$ cat config.mk
export PLATFORM = sky130hd
export DESIGN_NAME = pfc_config_regs
export DESIGN_NICKNAME = d
export VERILOG_FILES = /design/src/shared/pfc_pkg.sv /design/src/logic/pfc_field_decode.sv /design/src/logic/pfc_config_regs.sv
export SDC_FILE = /design/constraint.sdc
export NUM_CORES = 1
export LEC_CHECK = 0
export ABC_AREA = 1
export BUFFER_PORTS_ARGS = -buffer_cell sky130_fd_sc_hd__buf_2
export CELL_PAD_IN_SITES_DETAIL_PLACEMENT = 2
export CELL_PAD_IN_SITES_GLOBAL_PLACEMENT = 2
export CORE_ASPECT_RATIO = 1.2
export CORE_MARGIN = 4
export CORE_UTILIZATION = 28
export CTS_BUF_LIST = sky130_fd_sc_hd__clkbuf_8
export DETAILED_ROUTE_END_ITERATION = 8
export PLACE_DENSITY_LB_ADDON = 0.05
export REMOVE_ABC_BUFFERS = 1
export SYNTH_ARGS = -nofsm -noshare
export SYNTH_HDL_FRONTEND = slang
export SYNTH_HIERARCHICAL = 1
export SYNTH_SLANG_ARGS = --single-unit
$ cat constraint.sdc
create_clock -name aclk -period 2.4 [get_ports aclk]
set_input_delay 0.6 -clock aclk [delete_from_list [all_inputs] [get_ports aclk]]
set_output_delay 0.6 -clock aclk [all_outputs]
set_load 0.01 [all_outputs]
$ cat src/shared/pfc_pkg.sv
// package: pll2 fractional configuration register map and field layout
package pfc_pkg;

    // register indices; byte address is four times the index
    localparam logic [7:0] PFC_IDX_CONTROL_ONE = 8'h48;
    localparam logic [7:0] PFC_IDX_INT_DIV_HIGH = 8'h49;
    localparam logic [7:0] PFC_IDX_INT_DIV_LOW = 8'h4A;
    localparam logic [7:0] PFC_IDX_NUM_TOP = 8'h4B;
    localparam logic [7:0] PFC_IDX_NUM_MID = 8'h4C;
    localparam logic [7:0] PFC_IDX_NUM_BOTTOM = 8'h4D;
    localparam logic [7:0] PFC_IDX_DEN_TOP = 8'h4E;
    localparam logic [7:0] PFC_IDX_DEN_MID = 8'h4F;
    localparam logic [7:0] PFC_IDX_DEN_BOTTOM = 8'h50;
    localparam logic [7:0] PFC_IDX_MOD_CONTROL = 8'h51;
    localparam int PFC_NUM_REGS = 10;
    localparam int PFC_ADDR_LSB = 2;

    // slot numbers inside the bank (index minus first index)
    localparam logic [3:0] PFC_SLOT_CONTROL_ONE = 4'h0;
    localparam logic [3:0] PFC_SLOT_INT_DIV_HIGH = 4'h1;
    localparam logic [3:0] PFC_SLOT_INT_DIV_LOW = 4'h2;
    localparam logic [3:0] PFC_SLOT_NUM_TOP = 4'h3;
    localparam logic [3:0] PFC_SLOT_NUM_MID = 4'h4;
    localparam logic [3:0] PFC_SLOT_NUM_BOTTOM = 4'h5;
    localparam logic [3:0] PFC_SLOT_DEN_TOP = 4'h6;
    localparam logic [3:0] PFC_SLOT_DEN_MID = 4'h7;
    localparam logic [3:0] PFC_SLOT_DEN_BOTTOM = 4'h8;
    localparam logic [3:0] PFC_SLOT_MOD_CONTROL = 4'h9;

    // reset values
    localparam logic [7:0] PFC_RST_CONTROL_ONE = 8'h18;
    localparam logic [7:0] PFC_RST_INT_DIV_HIGH = 8'h00;
    localparam logic [7:0] PFC_RST_INT_DIV_LOW = 8'h64;
    localparam logic [7:0] PFC_RST_FRAC_BYTE = 8'h00;
    localparam logic [7:0] PFC_RST_MOD_CONTROL = 8'h0C;

    // writable bit masks; clear bits are reserved
    localparam logic [7:0] PFC_MASK_CONTROL_ONE = 8'h3F;
    localparam logic [7:0] PFC_MASK_NIBBLE = 8'h0F;
    localparam logic [7:0] PFC_MASK_SIX = 8'h3F;
    localparam logic [7:0] PFC_MASK_BYTE = 8'hFF;

    // field positions
    localparam int PFC_DOUBLER_BIT = 4;
    localparam int PFC_GAIN_MSB = 3;
    localparam int PFC_GAIN_LSB = 0;
    localparam int PFC_DITHER_MSB = 3;
    localparam int PFC_DITHER_LSB = 2;
    localparam int PFC_ORDER_MSB = 1;
    localparam int PFC_ORDER_LSB = 0;

    // dither and order encodings
    typedef enum logic [1:0] {
        PFC_DITHER_WEAK = 2'b00,
        PFC_DITHER_MEDIUM = 2'b01,
        PFC_DITHER_STRONG = 2'b10,
        PFC_DITHER_OFF = 2'b11
    } pfc_dither_t;

    typedef enum logic [1:0] {
        PFC_ORDER_INTEGER = 2'b00,
        PFC_ORDER_FIRST = 2'b01,
        PFC_ORDER_SECOND = 2'b10,
        PFC_ORDER_THIRD = 2'b11
    } pfc_order_t;

    // axi response codes
    localparam logic [1:0] PFC_RESP_OKAY = 2'b00;
    localparam logic [1:0] PFC_RESP_SLVERR = 2'b10;

endpackage : pfc_pkg

$ cat src/logic/pfc_field_decode.sv
// field decode: pump current, effective divide ratio and modulator status
`timescale 1ns/100ps
`default_nettype none

module pfc_field_decode
    import pfc_pkg::*;
(
    input wire logic [3:0] gain_code,
    input wire logic [11:0] int_divide,
    input wire logic [1:0] dither_select,
    input wire logic [1:0] order_select,
    input wire logic [21:0] numerator,
    input wire logic [21:0] denominator,
    output logic [7:0] pump_current_tenth_ma,
    output logic pump_code_valid,
    output logic [11:0] divide_ratio,
    output logic fractional_active,
    output logic dither_active,
    output logic frac_config_ok
);

    // pump current in tenths of a milliamp; codes outside 1..8 unsupported
    always_comb begin
        pump_code_valid = 1'b1;
        case (gain_code)
            4'h1: pump_current_tenth_ma = 8'h04;
            4'h2: pump_current_tenth_ma = 8'h08;
            4'h3: pump_current_tenth_ma = 8'h10;
            4'h4: pump_current_tenth_ma = 8'h40;
            4'h5: pump_current_tenth_ma = 8'h0C;
            4'h6: pump_current_tenth_ma = 8'h14;
            4'h7: pump_current_tenth_ma = 8'h18;
            4'h8: pump_current_tenth_ma = 8'h1C;
            default: begin
                pump_current_tenth_ma = 8'h00;
                pump_code_valid = 1'b0;
            end
        endcase
    end

    // codes zero and one both divide by one
    always_comb begin
        if (int_divide[11:1] == 11'h000) begin
            divide_ratio = 12'h001;
        end else begin
            divide_ratio = int_divide;
        end
    end

    // modulator status
    assign fractional_active = (order_select != PFC_ORDER_INTEGER);
    assign dither_active = fractional_active && (dither_select != PFC_DITHER_OFF);
    // fraction must be proper with a nonzero denominator when fractional
    assign frac_config_ok = !fractional_active || ((denominator != 22'h000000) && (numerator < denominator));

endmodule // pfc_field_decode

`default_nettype wire

$ cat src/logic/pfc_config_regs.sv
// pll2 fractional configuration register bank with axi4-lite slave
//
// Decided for this implementation: the AXI4-Lite slave port.
`timescale 1ns/100ps
`default_nettype none

module pfc_config_regs
    import pfc_pkg::*;
#(
    parameter int ADDR_WIDTH = 12,
    parameter int DATA_WIDTH = 32
)
(
    input wire logic aclk,
    input wire logic aresetn,
    // write address channel
    input wire logic [ADDR_WIDTH-1:0] s_axi_awaddr,
    input wire logic [2:0] s_axi_awprot,
    input wire logic s_axi_awvalid,
    output logic s_axi_awready,
    // write data channel
    input wire logic [DATA_WIDTH-1:0] s_axi_wdata,
    input wire logic [DATA_WIDTH/8-1:0] s_axi_wstrb,
    input wire logic s_axi_wvalid,
    output logic s_axi_wready,
    // write response channel
    output logic [1:0] s_axi_bresp,
    output logic s_axi_bvalid,
    input wire logic s_axi_bready,
    // read address channel
    input wire logic [ADDR_WIDTH-1:0] s_axi_araddr,
    input wire logic [2:0] s_axi_arprot,
    input wire logic s_axi_arvalid,
    output logic s_axi_arready,
    // read data channel
    output logic [DATA_WIDTH-1:0] s_axi_rdata,
    output logic [1:0] s_axi_rresp,
    output logic s_axi_rvalid,
    input wire logic s_axi_rready,
    // configuration fields toward the synthesizer
    output logic secondary_ref_doubler_en,
    output logic [3:0] pll2_pump_gain_code,
    output logic [7:0] pll2_pump_current_tenth_ma,
    output logic pll2_pump_code_valid,
    output logic [11:0] pll2_integer_divide,
    output logic [11:0] pll2_divide_ratio,
    output logic [21:0] pll2_frac_numerator,
    output logic [21:0] pll2_frac_denominator,
    output logic [1:0] pll2_dither_select,
    output logic [1:0] pll2_modulator_order,
    output logic pll2_fractional_active,
    output logic pll2_dither_active,
    output logic pll2_frac_config_ok
);

    // register bank storage, one byte per slot
    logic [7:0] bank_reg [PFC_NUM_REGS];

    // write channel holding state
    logic aw_held_reg;
    logic [ADDR_WIDTH-1:0] aw_addr_reg;
    logic w_held_reg;
    logic [7:0] w_byte_reg;
    logic w_lane_reg;
    logic bvalid_reg;
    logic [1:0] bresp_reg;

    // read channel state
    logic rvalid_reg;
    logic [1:0] rresp_reg;
    logic [DATA_WIDTH-1:0] rdata_reg;

    // registered field outputs
    logic [7:0] pump_current_reg;
    logic pump_code_valid_reg;
    logic [11:0] divide_ratio_reg;
    logic fractional_active_reg;
    logic dither_active_reg;
    logic frac_config_ok_reg;

    // combinational helpers
    logic aw_hs;
    logic w_hs;
    logic ar_hs;
    logic wr_fire;
    logic [ADDR_WIDTH-1:0] wr_addr;
    logic [7:0] wr_byte;
    logic wr_lane;
    logic wr_hit;
    logic [3:0] wr_slot;
    logic rd_hit;
    logic [3:0] rd_slot;

    // assembled fields from the bank
    logic [11:0] int_divide_w;
    logic [21:0] numerator_w;
    logic [21:0] denominator_w;
    logic [7:0] pump_current_w;
    logic pump_code_valid_w;
    logic [11:0] divide_ratio_w;
    logic fractional_active_w;
    logic dither_active_w;
    logic frac_config_ok_w;

    // byte address to slot: hit only for aligned addresses inside the bank
    function automatic logic [4:0] addr_to_slot(input logic [ADDR_WIDTH-1:0] addr);
        logic [ADDR_WIDTH-1:0] idx;
        logic [ADDR_WIDTH-1:0] first;
        logic [ADDR_WIDTH-1:0] last;
        logic [ADDR_WIDTH-1:0] diff;
        idx = addr >> PFC_ADDR_LSB;
        first = ADDR_WIDTH'(PFC_IDX_CONTROL_ONE);
        last = ADDR_WIDTH'(PFC_IDX_MOD_CONTROL);
        diff = idx - first;
        if ((addr[PFC_ADDR_LSB-1:0] == 2'b00) && (idx >= first) && (idx <= last)) begin
            addr_to_slot = {1'b1, diff[3:0]};
        end else begin
            addr_to_slot = {1'b0, 4'h0};
        end
    endfunction

    // writable bits of each slot
    function automatic logic [7:0] slot_mask(input logic [3:0] slot);
        case (slot)
            PFC_SLOT_CONTROL_ONE: slot_mask = PFC_MASK_CONTROL_ONE;
            PFC_SLOT_INT_DIV_HIGH: slot_mask = PFC_MASK_NIBBLE;
            PFC_SLOT_NUM_TOP: slot_mask = PFC_MASK_SIX;
            PFC_SLOT_DEN_TOP: slot_mask = PFC_MASK_SIX;
            PFC_SLOT_MOD_CONTROL: slot_mask = PFC_MASK_NIBBLE;
            default: slot_mask = PFC_MASK_BYTE;
        endcase
    endfunction

    // reset value of each slot
    function automatic logic [7:0] slot_reset(input logic [3:0] slot);
        case (slot)
            PFC_SLOT_CONTROL_ONE: slot_reset = PFC_RST_CONTROL_ONE;
            PFC_SLOT_INT_DIV_HIGH: slot_reset = PFC_RST_INT_DIV_HIGH;
            PFC_SLOT_INT_DIV_LOW: slot_reset = PFC_RST_INT_DIV_LOW;
            PFC_SLOT_MOD_CONTROL: slot_reset = PFC_RST_MOD_CONTROL;
            default: slot_reset = PFC_RST_FRAC_BYTE;
        endcase
    endfunction

    // handshakes; address and data are taken in either order
    assign s_axi_awready = !aw_held_reg && !bvalid_reg;
    assign s_axi_wready = !w_held_reg && !bvalid_reg;
    assign s_axi_arready = !rvalid_reg;
    assign aw_hs = s_axi_awvalid && s_axi_awready;
    assign w_hs = s_axi_wvalid && s_axi_wready;
    assign ar_hs = s_axi_arvalid && s_axi_arready;

    // write proceeds once both address and data are present
    assign wr_fire = (aw_held_reg || aw_hs) && (w_held_reg || w_hs);
    assign wr_addr = aw_held_reg ? aw_addr_reg : s_axi_awaddr;
    assign wr_byte = w_held_reg ? w_byte_reg : s_axi_wdata[7:0];
    assign wr_lane = w_held_reg ? w_lane_reg : s_axi_wstrb[0];
    assign {wr_hit, wr_slot} = addr_to_slot(wr_addr);
    assign {rd_hit, rd_slot} = addr_to_slot(s_axi_araddr);

    // write address holding
    always_ff @(posedge aclk) begin
        if (!aresetn) begin
            aw_held_reg <= 1'b0;
            aw_addr_reg <= '0;
        end else if (wr_fire) begin
            aw_held_reg <= 1'b0;
        end else if (aw_hs) begin
            aw_held_reg <= 1'b1;
            aw_addr_reg <= s_axi_awaddr;
        end
    end

    // write data holding; only the low byte lane carries register data
    always_ff @(posedge aclk) begin
        if (!aresetn) begin
            w_held_reg <= 1'b0;
            w_byte_reg <= 8'h00;
            w_lane_reg <= 1'b0;
        end else if (wr_fire) begin
            w_held_reg <= 1'b0;
        end else if (w_hs) begin
            w_held_reg <= 1'b1;
            w_byte_reg <= s_axi_wdata[7:0];
            w_lane_reg <= s_axi_wstrb[0];
        end
    end

    // write response; unmapped addresses answer with slave error
    always_ff @(posedge aclk) begin
        if (!aresetn) begin
            bvalid_reg <= 1'b0;
            bresp_reg <= PFC_RESP_OKAY;
        end else if (wr_fire) begin
            bvalid_reg <= 1'b1;
            bresp_reg <= wr_hit ? PFC_RESP_OKAY : PFC_RESP_SLVERR;
        end else if (s_axi_bready) begin
            bvalid_reg <= 1'b0;
        end
    end

    // bank storage; reserved bits are masked off on every write
    always_ff @(posedge aclk) begin
        if (!aresetn) begin
            for (int i = 0; i < PFC_NUM_REGS; i++) begin
                bank_reg[i] <= slot_reset(4'(i));
            end
        end else if (wr_fire && wr_hit && wr_lane) begin
            bank_reg[wr_slot] <= wr_byte & slot_mask(wr_slot);
        end
    end

    // read channel; data captured at the address handshake
    always_ff @(posedge aclk) begin
        if (!aresetn) begin
            rvalid_reg <= 1'b0;
            rresp_reg <= PFC_RESP_OKAY;
            rdata_reg <= '0;
        end else if (ar_hs) begin
            rvalid_reg <= 1'b1;
            if (rd_hit) begin
                rresp_reg <= PFC_RESP_OKAY;
                rdata_reg <= DATA_WIDTH'(bank_reg[rd_slot] & slot_mask(rd_slot));
            end else begin
                rresp_reg <= PFC_RESP_SLVERR;
                rdata_reg <= '0;
            end
        end else if (s_axi_rready) begin
            rvalid_reg <= 1'b0;
        end
    end

    // bus outputs from flip-flops
    assign s_axi_bvalid = bvalid_reg;
    assign s_axi_bresp = bresp_reg;
    assign s_axi_rvalid = rvalid_reg;
    assign s_axi_rresp = rresp_reg;
    assign s_axi_rdata = rdata_reg;

    // multi-register field assembly
    assign int_divide_w = {bank_reg[PFC_SLOT_INT_DIV_HIGH][3:0], bank_reg[PFC_SLOT_INT_DIV_LOW]};
    assign numerator_w = {bank_reg[PFC_SLOT_NUM_TOP][5:0], bank_reg[PFC_SLOT_NUM_MID],
                          bank_reg[PFC_SLOT_NUM_BOTTOM]};
    assign denominator_w = {bank_reg[PFC_SLOT_DEN_TOP][5:0], bank_reg[PFC_SLOT_DEN_MID],
                            bank_reg[PFC_SLOT_DEN_BOTTOM]};

    // decode of gain, divider and modulator settings
    pfc_field_decode u_decode (
        .gain_code(bank_reg[PFC_SLOT_CONTROL_ONE][PFC_GAIN_MSB:PFC_GAIN_LSB]),
        .int_divide(int_divide_w),
        .dither_select(bank_reg[PFC_SLOT_MOD_CONTROL][PFC_DITHER_MSB:PFC_DITHER_LSB]),
        .order_select(bank_reg[PFC_SLOT_MOD_CONTROL][PFC_ORDER_MSB:PFC_ORDER_LSB]),
        .numerator(numerator_w),
        .denominator(denominator_w),
        .pump_current_tenth_ma(pump_current_w),
        .pump_code_valid(pump_code_valid_w),
        .divide_ratio(divide_ratio_w),
        .fractional_active(fractional_active_w),
        .dither_active(dither_active_w),
        .frac_config_ok(frac_config_ok_w)
    );

    // decoded values are registered one cycle behind the bank
    always_ff @(posedge aclk) begin
        if (!aresetn) begin
            pump_current_reg <= 8'h1C;
            pump_code_valid_reg <= 1'b1;
            divide_ratio_reg <= 12'h064;
            fractional_active_reg <= 1'b0;
            dither_active_reg <= 1'b0;
            frac_config_ok_reg <= 1'b1;
        end else begin
            pump_current_reg <= pump_current_w;
            pump_code_valid_reg <= pump_code_valid_w;
            divide_ratio_reg <= divide_ratio_w;
            fractional_active_reg <= fractional_active_w;
            dither_active_reg <= dither_active_w;
            frac_config_ok_reg <= frac_config_ok_w;
        end
    end

    // raw fields straight from bank flip-flops
    assign secondary_ref_doubler_en = bank_reg[PFC_SLOT_CONTROL_ONE][PFC_DOUBLER_BIT];
    assign pll2_pump_gain_code = bank_reg[PFC_SLOT_CONTROL_ONE][PFC_GAIN_MSB:PFC_GAIN_LSB];
    assign pll2_integer_divide = int_divide_w;
    assign pll2_frac_numerator = numerator_w;
    assign pll2_frac_denominator = denominator_w;
    assign pll2_dither_select = bank_reg[PFC_SLOT_MOD_CONTROL][PFC_DITHER_MSB:PFC_DITHER_LSB];
    assign pll2_modulator_order = bank_reg[PFC_SLOT_MOD_CONTROL][PFC_ORDER_MSB:PFC_ORDER_LSB];

    // decoded outputs
    assign pll2_pump_current_tenth_ma = pump_current_reg;
    assign pll2_pump_code_valid = pump_code_valid_reg;
    assign pll2_divide_ratio = divide_ratio_reg;
    assign pll2_fractional_active = fractional_active_reg;
    assign pll2_dither_active = dither_active_reg;
    assign pll2_frac_config_ok = frac_config_ok_reg;

endmodule // pfc_config_regs

`default_nettype wire

* Word-level counts from Yosys, hierarchy flattened *
Memory sizes are Yosys's and may differ from the RTL's.
Index checks and enable logic that the tools add are counted.

word-level totals
  bits in registers = 85
  latch bits = 0
  RAM bits = 80
  ROM bits = 0
  input bits = 73
  output and inout port bits = 130
  memories kept = 1

operators by class
  add/subtract/negate cells = 2
  multiply operators = 0
  divide/modulo/power cells = 0
  $lt $le $gt $ge = 5
  eq/ne operators = 17
  shift operators = 0
  multiplexer cells = 33
  bitwise operators = 4
  reductions and logical operators = 41

memory list
  memory    depth  bits a word  read ports  clocked after memory_dff  wr ports  line                   text
  bank_reg  10     8            11          0                         10        pfc_config_regs.sv:57  logic [7:0] bank_reg [PFC_NUM_REGS];

operator list
  kind                                                                    count
  8-bit 2-to-1 mux                                                        12
  7-bit case mux with 8 select lines                                      1
  8-bit case mux with 2 select lines                                      2
  4-bit by 3-bit == test with 1-bit output, second input constant         6
  22-bit < comparator                                                     1
  22-bit nonzero test                                                     1
  10-bit by 7-bit >= comparator with 1-bit output, second input constant  2
  10-bit by 7-bit <= comparator with 1-bit output, second input constant  2
  8-bit bitwise AND                                                       2
  4-bit by 2-bit == test with 1-bit output, second input constant         4
  8-bit OR reduction                                                      2
  1-bit logical AND                                                       14
  4-bit by 1-bit == test with 1-bit output, second input constant         3
  4-bit == test, second input constant                                    3
  12-bit 2-to-1 mux                                                       1
  11-bit zero test                                                        1
  1-bit 2-to-1 mux                                                        11
  5-bit 2-to-1 mux                                                        2
  4-bit zero test                                                         2
  2-bit OR reduction                                                      4
  4-bit subtractor, second input constant                                 2
  7-bit 2-to-1 mux                                                        1
  2-bit nonzero test                                                      3
  3-bit OR reduction                                                      2
  other kinds (8)                                                         18

* Longest topological paths before layout *
Gate-level depths: netlist of the first run.

  depth after elaboration = 12
  depth in mapped cells = 15

* Hierarchy *
Netlist of the first run, hierarchy kept.

by module, submodules not included
  module            times used  cells each  area an instance (µm²)
  pfc_config_regs   1           812         6,950.4
  pfc_field_decode  1           162         870.8

* Worst setup path before layout of the first run *
Ideal clock, no wire load.

  path type = input to register
  start = input port s_axi_awaddr[4]
  end = memory bank_reg[7][0] (enable)
  arrival time = 1.999 ns
  data required time = 2.071 ns
  setup slack = 0.072 ns
  stages = 13
  path buffers = 0
  cell sequence = inv_1 -> nand2_1 -> nand2_1 -> nand3_1 -> nand2_1 -> nand3_2 -> nor2_4 -> nand2_2 -> nor2_8 -> inv_4 -> nor2_8 -> nand2_4 -> nand2_1

RTL lines
  element          line                   text
  start, declared  pfc_config_regs.sv:17  input wire logic [ADDR_WIDTH-1:0] s_axi_awaddr,
  end, declared    pfc_config_regs.sv:57

==> results.yml, run 1 <==
final_layout:
  nets: 1265
  largest_reg_flops: 88
  antenna_cells: 0
  syn_to_final_growth_pct: 26.1
  drive_gt1_frac: 0.264
  stdcell_count: 1558
  nFillCells: 3230
  fin_area_mm2: 0.00987
global_route:
  grt_max_degree: 52
  grt_antenna_before_repair: 0
  grt_pass1_wl_um: 43400
  overflow: 0
  grt_usage: 0.185
  grt_pass1_vias: 7704
floorplan:
  initial_utilization: 0.286
  fp.dieW_um: 161
  num_io_pins: 203
  dieArea_mm2: 0.0307
  coreArea_mm2: 0.0273
  num_rows: 66
  die_h_um: 191
cts:
  root_buffer: "clkbuf_8"
  htree_levels: 4
  cts_tree: "built"
  path_clk_slew_ns: 0.09
  cts_made_buffers: 17
  holdBufCountCts: 0
  clock-sinks: 147
  clock_latency_ns: 0.48
  clockBufferDepth: 2
detailed_routing:
  first_pass_iters: 4
  wl_per_cell_um: 18.0
  antenna_left: 0
  drt_iter0_markers: 314
  drc: 0
  vias_per_cell: 4.49
  dr_total_vias: 7001
  wl_um: 28000
synth:
  yosysSeqAreaShare: 0.489
  yosys.area_share.adder: 0.0336
  synth_compound_area_frac: 0.0498
  synth-seq-cells: 147
  ys_types: 37
  synth_top_family_by_area: "simple AND/OR/NAND/NOR gates"
  synthMuxAreaShare: 0
  synth_warnings: 6
  synth_area_mm2: 0.00782
  syn_inst: 974
  synth_xor_area_frac: 0.00112
  synth_area_per_cell_um2: 8.03
  synthSimpleGateAreaFrac: 0.288
worst_hold_path:
  hold_end: "aw_addr_reg[8]"
  min-delay-start: "s_axi_awaddr[8]"
  hold_depth: 3
  hold_class: "input pin to flip-flop"
power_and_ir_drop:
  p_int_uw: 4100
  peakVddDrop_v: 0.000294
  clockPowerShare: 0.366
  finalPower_uw: 5680
  cellLeakagePower_uw: 0.00486
  p_sw_frac: 0.279
  p_sw_uw: 1580
  combPwrFrac: 0.129
  p_seq_frac: 0.505
  powerDensity_mw_per_mm2: 576
place:
  gp_congestion: 0.790
  portBuffers: 143
  dp.cells: 1524
  hpwl_um: 21900
  place_area_mm2: 0.00937
timing:
  finalMaxSlewViolations: 0
  fin_setup_tns_ns: 0
  final-hold-violation-count: 0
  period_share: 0.948
  timing.fmax_mhz: 439
  relSlewSlack: 0.548
  hold_ws_ns: 0.355
  finClkSkew_ns: 0.0174
  setup_violations: 0
  tightest_slew_ns: 0.677
  fin_crit_ns: 2.28
worst_setup_path:
  reg2reg_setup_slack_ns: 0.12
  ff2ff_path_depth: 13
  crit_path_max_incr_delay_ns: 0.38
  worst-path-buf-inv: 3
  worst_setup_path_end_kind: "flip-flop"
  reg2reg_from: "aw_held_reg"
  critical-path-slowest-cell: "dfxtp_4"
  critPathLaunchType: "flip-flop"
  cp_top_family: "simple AND/OR/NAND/NOR gates"
  arrival_ns: 2.47
  timing_worst_setup_path_type: "flip-flop to flip-flop"
  crit_fanout: 8
  crit_chain: "buf_6, o21ai_1, nand3_2, nor2_4, nand3_4, nor2_4, nand2_4, nor2_8, inv_4, nor2_8, nand2_4, nand2_2, buf_12"
  critPathRequiredTime_ns: 2.59
  r2r-end: "bank_reg[4][4]"
job:
  drv_cap: 0
run_status:
  status: "complete, no violations"
final cells by class:
| cell class | instances | area [um2] | share of cell area |
|---|---|---|---|
| clock buffers | 17 | 234 | 0.0237 |
| clock inverters | 15 | 179 | 0.0181 |
| inverters | 134 | 510 | 0.0517 |
| multi-input cells | 644 | 3140 | 0.319 |
| flip-flops and latches | 147 | 3830 | 0.388 |
| well taps | 374 | 468 | 0.0474 |
| repair buffers | 227 | 1500 | 0.152 |
how the worst max path moves through the flow:
stage,to,from,cells past startpoint
3_3_place_gp,bank_reg[2][3],s_axi_awaddr[0],14
2_1_floorplan,s_axi_rdata[4],s_axi_araddr[7],10
5_1_grt,bank_reg[9][3],aw_held_reg,14
4_1_cts,bank_reg[4][4],aw_held_reg,15
6_report,bank_reg[4][4],aw_held_reg,13
3_5_place_dp,bank_reg[0][3],s_axi_awaddr[0],14
layout by cell type (no fill, tap or decap), types with 12 or more instances in the layout:
cell,n
a21oi_1,28
buf_12,12
buf_2,143
buf_4,70
clkbuf_8,17
conb_1,48
dfxtp_1,58
edfxtp_1,88
ha_1,21
inv_1,127
nand2_1,205
nand2_2,12
nand3_1,83
nand4_1,39
nor2_1,124
o21ai_0,30
synthesized netlist by cell type, drive strengths merged:
cell | instances | area (um2)
nand2 | 222 | 873
nor2 | 137 | 577
inv | 133 | 502
nand3 | 89 | 470
edfxtp | 88 | 2640
dfxtp | 59 | 1180
buf | 57 | 427
nand4 | 39 | 244
clkbuf | 38 | 143
o21ai | 33 | 165
a21oi | 28 | 140
ha | 21 | 263
or2 | 9 | 56.3
a21o | 3 | 22.5
nor3 | 3 | 15.0
o211ai | 3 | 22.5
conb | 2 | 7.51
nor4 | 2 | 12.5
a31o | 1 | 8.76
a31oi | 1 | 6.26
a41oi | 1 | 8.76
and2 | 1 | 6.26
clkinv | 1 | 3.75
o21a | 1 | 7.51
o31ai | 1 | 7.51
xor2 | 1 | 8.76
per-stage QoR:
stage | setup slack, ns | utilization
global placement | -0.159 | 0.343
floorplan | -0.792 | -
CTS | 0.0157 | 0.358
finish | 0.124 | 0.361
global route | -0.0279 | 0.361
detailed placement | -0.208 | 0.343
worst reg2reg max path: stages (launching register included):
cell and delay, ns:
dfxtp_4 0.38, buf_6 0.13, o21ai_1 0.17, nand3_2 0.11, nor2_4 0.14, nand3_4 0.12
nor2_4 0.15, nand2_4 0.08, nor2_8 0.15, inv_4 0.07, nor2_8 0.18, nand2_4 0.09
nand2_2 0.09, buf_12 0.13
routing by layer:
metal,vias to the layer above,GRT usage,part of all wire
met2,135,0.349,0.53
met3,19,0.0349,0.037
met5,-,0,0
met4,0,0.0354,0.012
met1,3419,0.218,0.42
li1,3428,-,-
timing repair:
item / 4_1_cts / 5_1_grt
pin swaps: 0 / 5
resized for setup: 3 / 19
buffers inserted: 0 / 2
endpoints found under the setup margin: 34 / 88
power by group through the flow:
stage | clock, uW | sequential [uW] | combinational [uW]
detailed placement | 0 | 2930 | 728
floorplan | 0 | 2930 | 332
global placement | 0 | 2920 | 710
global route | 2260 | 2880 | 840
CTS | 2160 | 2870 | 733
finish | 2080 | 2870 | 733
cells by family after synthesis:
kind of cell / after synthesis
buf+inv: 229
flops: 147
compound gates: 72
xor+xnor: 1
simple gates: 502
other cells: 2
fa+ha+maj: 21
Power figures use the tool's default switching activity.
==> inputs of run 2 (changes only) <==
==> constraint.sdc (replaced) <==
create_clock -name aclk -period 1.8 [get_ports aclk]
set_input_delay 0.45 -clock aclk [delete_from_list [all_inputs] [get_ports aclk]]
set_output_delay 0.45 -clock aclk [all_outputs]
set_load 0.01 [all_outputs]
==> run 2 against run 1 <==
Against the previous run: utilization is 4.9 points higher; die area stayed put; routed wire length is 11% higher; the run now ends with setup timing left; clock-buffer cell count stayed put; critical endpoint is now bank_reg[4][7].
==> results.yml, run 2 (synthesis gave the netlist of run 1 again) <==
run_status:
  status: "finished with violations"
  violations: "setup timing"
power_and_ir_drop:
  powerDensity_mw_per_mm2: 669
  cellLeakagePower_uw: 0.00537
  clockPowerShare: 0.321
  p_sw_uw: 2190
  peakVddDrop_v: 0.000405
  p_sw_frac: 0.292
  combPwrFrac: 0.169
  p_seq_frac: 0.510
  p_int_uw: 5300
global_route:
  grt_antenna_before_repair: 0
  grt_util_met2: 0.375
  grt_usage: 0.198
  grt_use_met1: 0.232
  grt.busiest_layer: "met2"
  grt_pass1_vias: 8127
  overflow: 0
  grt_util_met3: 0.0323
  grt_pass1_wl_um: 46600
  grt_max_degree: 33
final_layout:
  drive_gt1_frac: 0.398
  layout_commonest_cell: "nand2_1"
  antenna_cells: 0
  nFillCells: 3139
  regArea_mm2: 0.00383
  fin_area_mm2: 0.0112
  syn_to_final_growth_pct: 43.1
  multi_input_area_mm2: 0.00370
  largest_reg_flops: 88
  nets: 1350
  final_cell_mix: "184 x nand2_1, 140 x buf_2, 121 x buf_4"
floorplan:
  dieArea_mm2: 0.0307
  initial_utilization: 0.286
  die_h_um: 191
  num_io_pins: 203
  num_rows: 66
  coreArea_mm2: 0.0273
  fp.dieW_um: 161
cts:
  root_buffer: "clkbuf_8"
  cts_tree: "built"
  htree_levels: 4
  path_clk_slew_ns: 0.09
  clock_latency_ns: 0.46
  clock-sinks: 147
  cts_made_buffers: 17
  holdBufCountCts: 0
  clockBufferDepth: 2
worst_setup_path:
  r2r-end: "bank_reg[4][7]"
  reg2reg_setup_slack_ns: -0.47
  ff2ff_path_depth: 15
  reg2reg_from: "aw_held_reg"
  arrival_ns: 2.60
  worst_setup_path_end_kind: "flip-flop"
  critPathLaunchType: "flip-flop"
  critPathRequiredTime_ns: 2.13
  timing_worst_setup_path_type: "flip-flop to flip-flop"
  crit_fanout: 7
detailed_routing:
  first_pass_iters: 4
  drt_iter0_markers: 262
  vias_per_cell: 4.49
  wl_per_cell_um: 19.0
  wl_um: 31200
  drc: 0
  dr_total_vias: 7384
  antenna_left: 0
timing:
  finalMaxSlewViolations: 0
  relSlewSlack: 0.545
  timing.fmax_mhz: 440
  tightest_slew_ns: 0.675
  fin_ws_ns: -0.474
  setup_violations: 159
  hold_ws_ns: 0.231
  finClkSkew_ns: 0.0180
  fin_crit_ns: 2.27
  period_share: 1.26
  final-hold-violation-count: 0
  rsz0062_at_grt: "true"
place:
  place_ws_ns: -0.688
  portBuffers: 143
  gp_congestion: 0.819
  hpwl_um: 24300
  place_area_mm2: 0.00987
worst_hold_path:
  min-delay-start: "s_axi_awaddr[7]"
  hold_class: "input pin to flip-flop"
  hold_end: "aw_addr_reg[7]"
  hold_depth: 3
job:
  drv_cap: 0
## run 2: cell types whose count changed in the layout (fill, tap and decap cells not counted), sizes merged
cell | previous run | this run
clkinv | 5 | 9
bufinv | 3 | 1
inv | 141 | 135
buf | 227 | 312
clkinvlp | 0 | 4
## run 2: final cells by class
class / instances / area share
sequential: 147 / 0.342
clock inverter: 15 / 0.0107
inverter: 134 / 0.0487
tap: 374 / 0.0418
clock buffer: 17 / 0.0209
multi-input combinational: 644 / 0.331
timing repair buffer: 312 / 0.205
## run 2: what timing repair did
action,CTS,global route
gates resized for setup,105,139
setup endpoints to repair,165,175
cloned,0,0
buffers inserted,14,15
pin swaps,23,42
## run 2: metrics by stage
stage / util / setup TNS (ns) / power, uW / instances
2_1_floorplan: - / -61.45 / 4350 / 925
3_3_place_gp: 0.361 / -83.02 / 4940 / 1590
3_5_place_dp: 0.361 / -90.76 / 4970 / 1590
4_1_cts: 0.390 / -61.37 / 7490 / 1633
5_1_grt: 0.410 / -80.81 / 7880 / 1643
6_report: 0.410 / -63.22 / 7490 / 1643
## run 2: worst max-delay path: stages (launching register included)
cell and delay (ns):
dfxtp_4 0.39, inv_6 0.08, buf_6 0.10, nand2_2 0.04, nand2_2 0.07, nand3_4 0.08
nor2_4 0.13, nand3_4 0.14, nor2_4 0.16, nand2_4 0.09, nor2_8 0.18, buf_4 0.15
nand4_1 0.10, buf_4 0.19, buf_4 0.14, nor2_2 0.08
## run 2: routing by layer
layer | vias to the layer above | part of all wire | routed length (um)
met4 | 0 | 0.023 | 714
met5 | - | 0 | 0
li1 | 3599 | - | -
met2 | 143 | 0.54 | 16900
met3 | 32 | 0.027 | 837
met1 | 3610 | 0.41 | 12800
## run 2: worst max-delay path by stage
stage | from | end | depth (start not counted)
final | aw_held_reg | bank_reg[4][7] | 15
after global routing | aw_held_reg | bank_reg[4][7] | 15
after CTS | aw_held_reg | bank_reg[0][5] | 15
after detailed placement | s_axi_awaddr[0] | bank_reg[6][5] | 14
after global placement | s_axi_awaddr[0] | bank_reg[0][0] | 14
after floorplan | s_axi_araddr[7] | s_axi_rdata[4] | 10
## run 2: power by group through the flow
stage | sequential (uW) | combinational (uW) | clock, uW
after global routing | 3840 | 1410 | 2630
final | 3820 | 1260 | 2410
after floorplan | 3910 | 442 | 0
after detailed placement | 3890 | 1090 | 0
after CTS | 3820 | 1180 | 2500
after global placement | 3880 | 1060 | 0
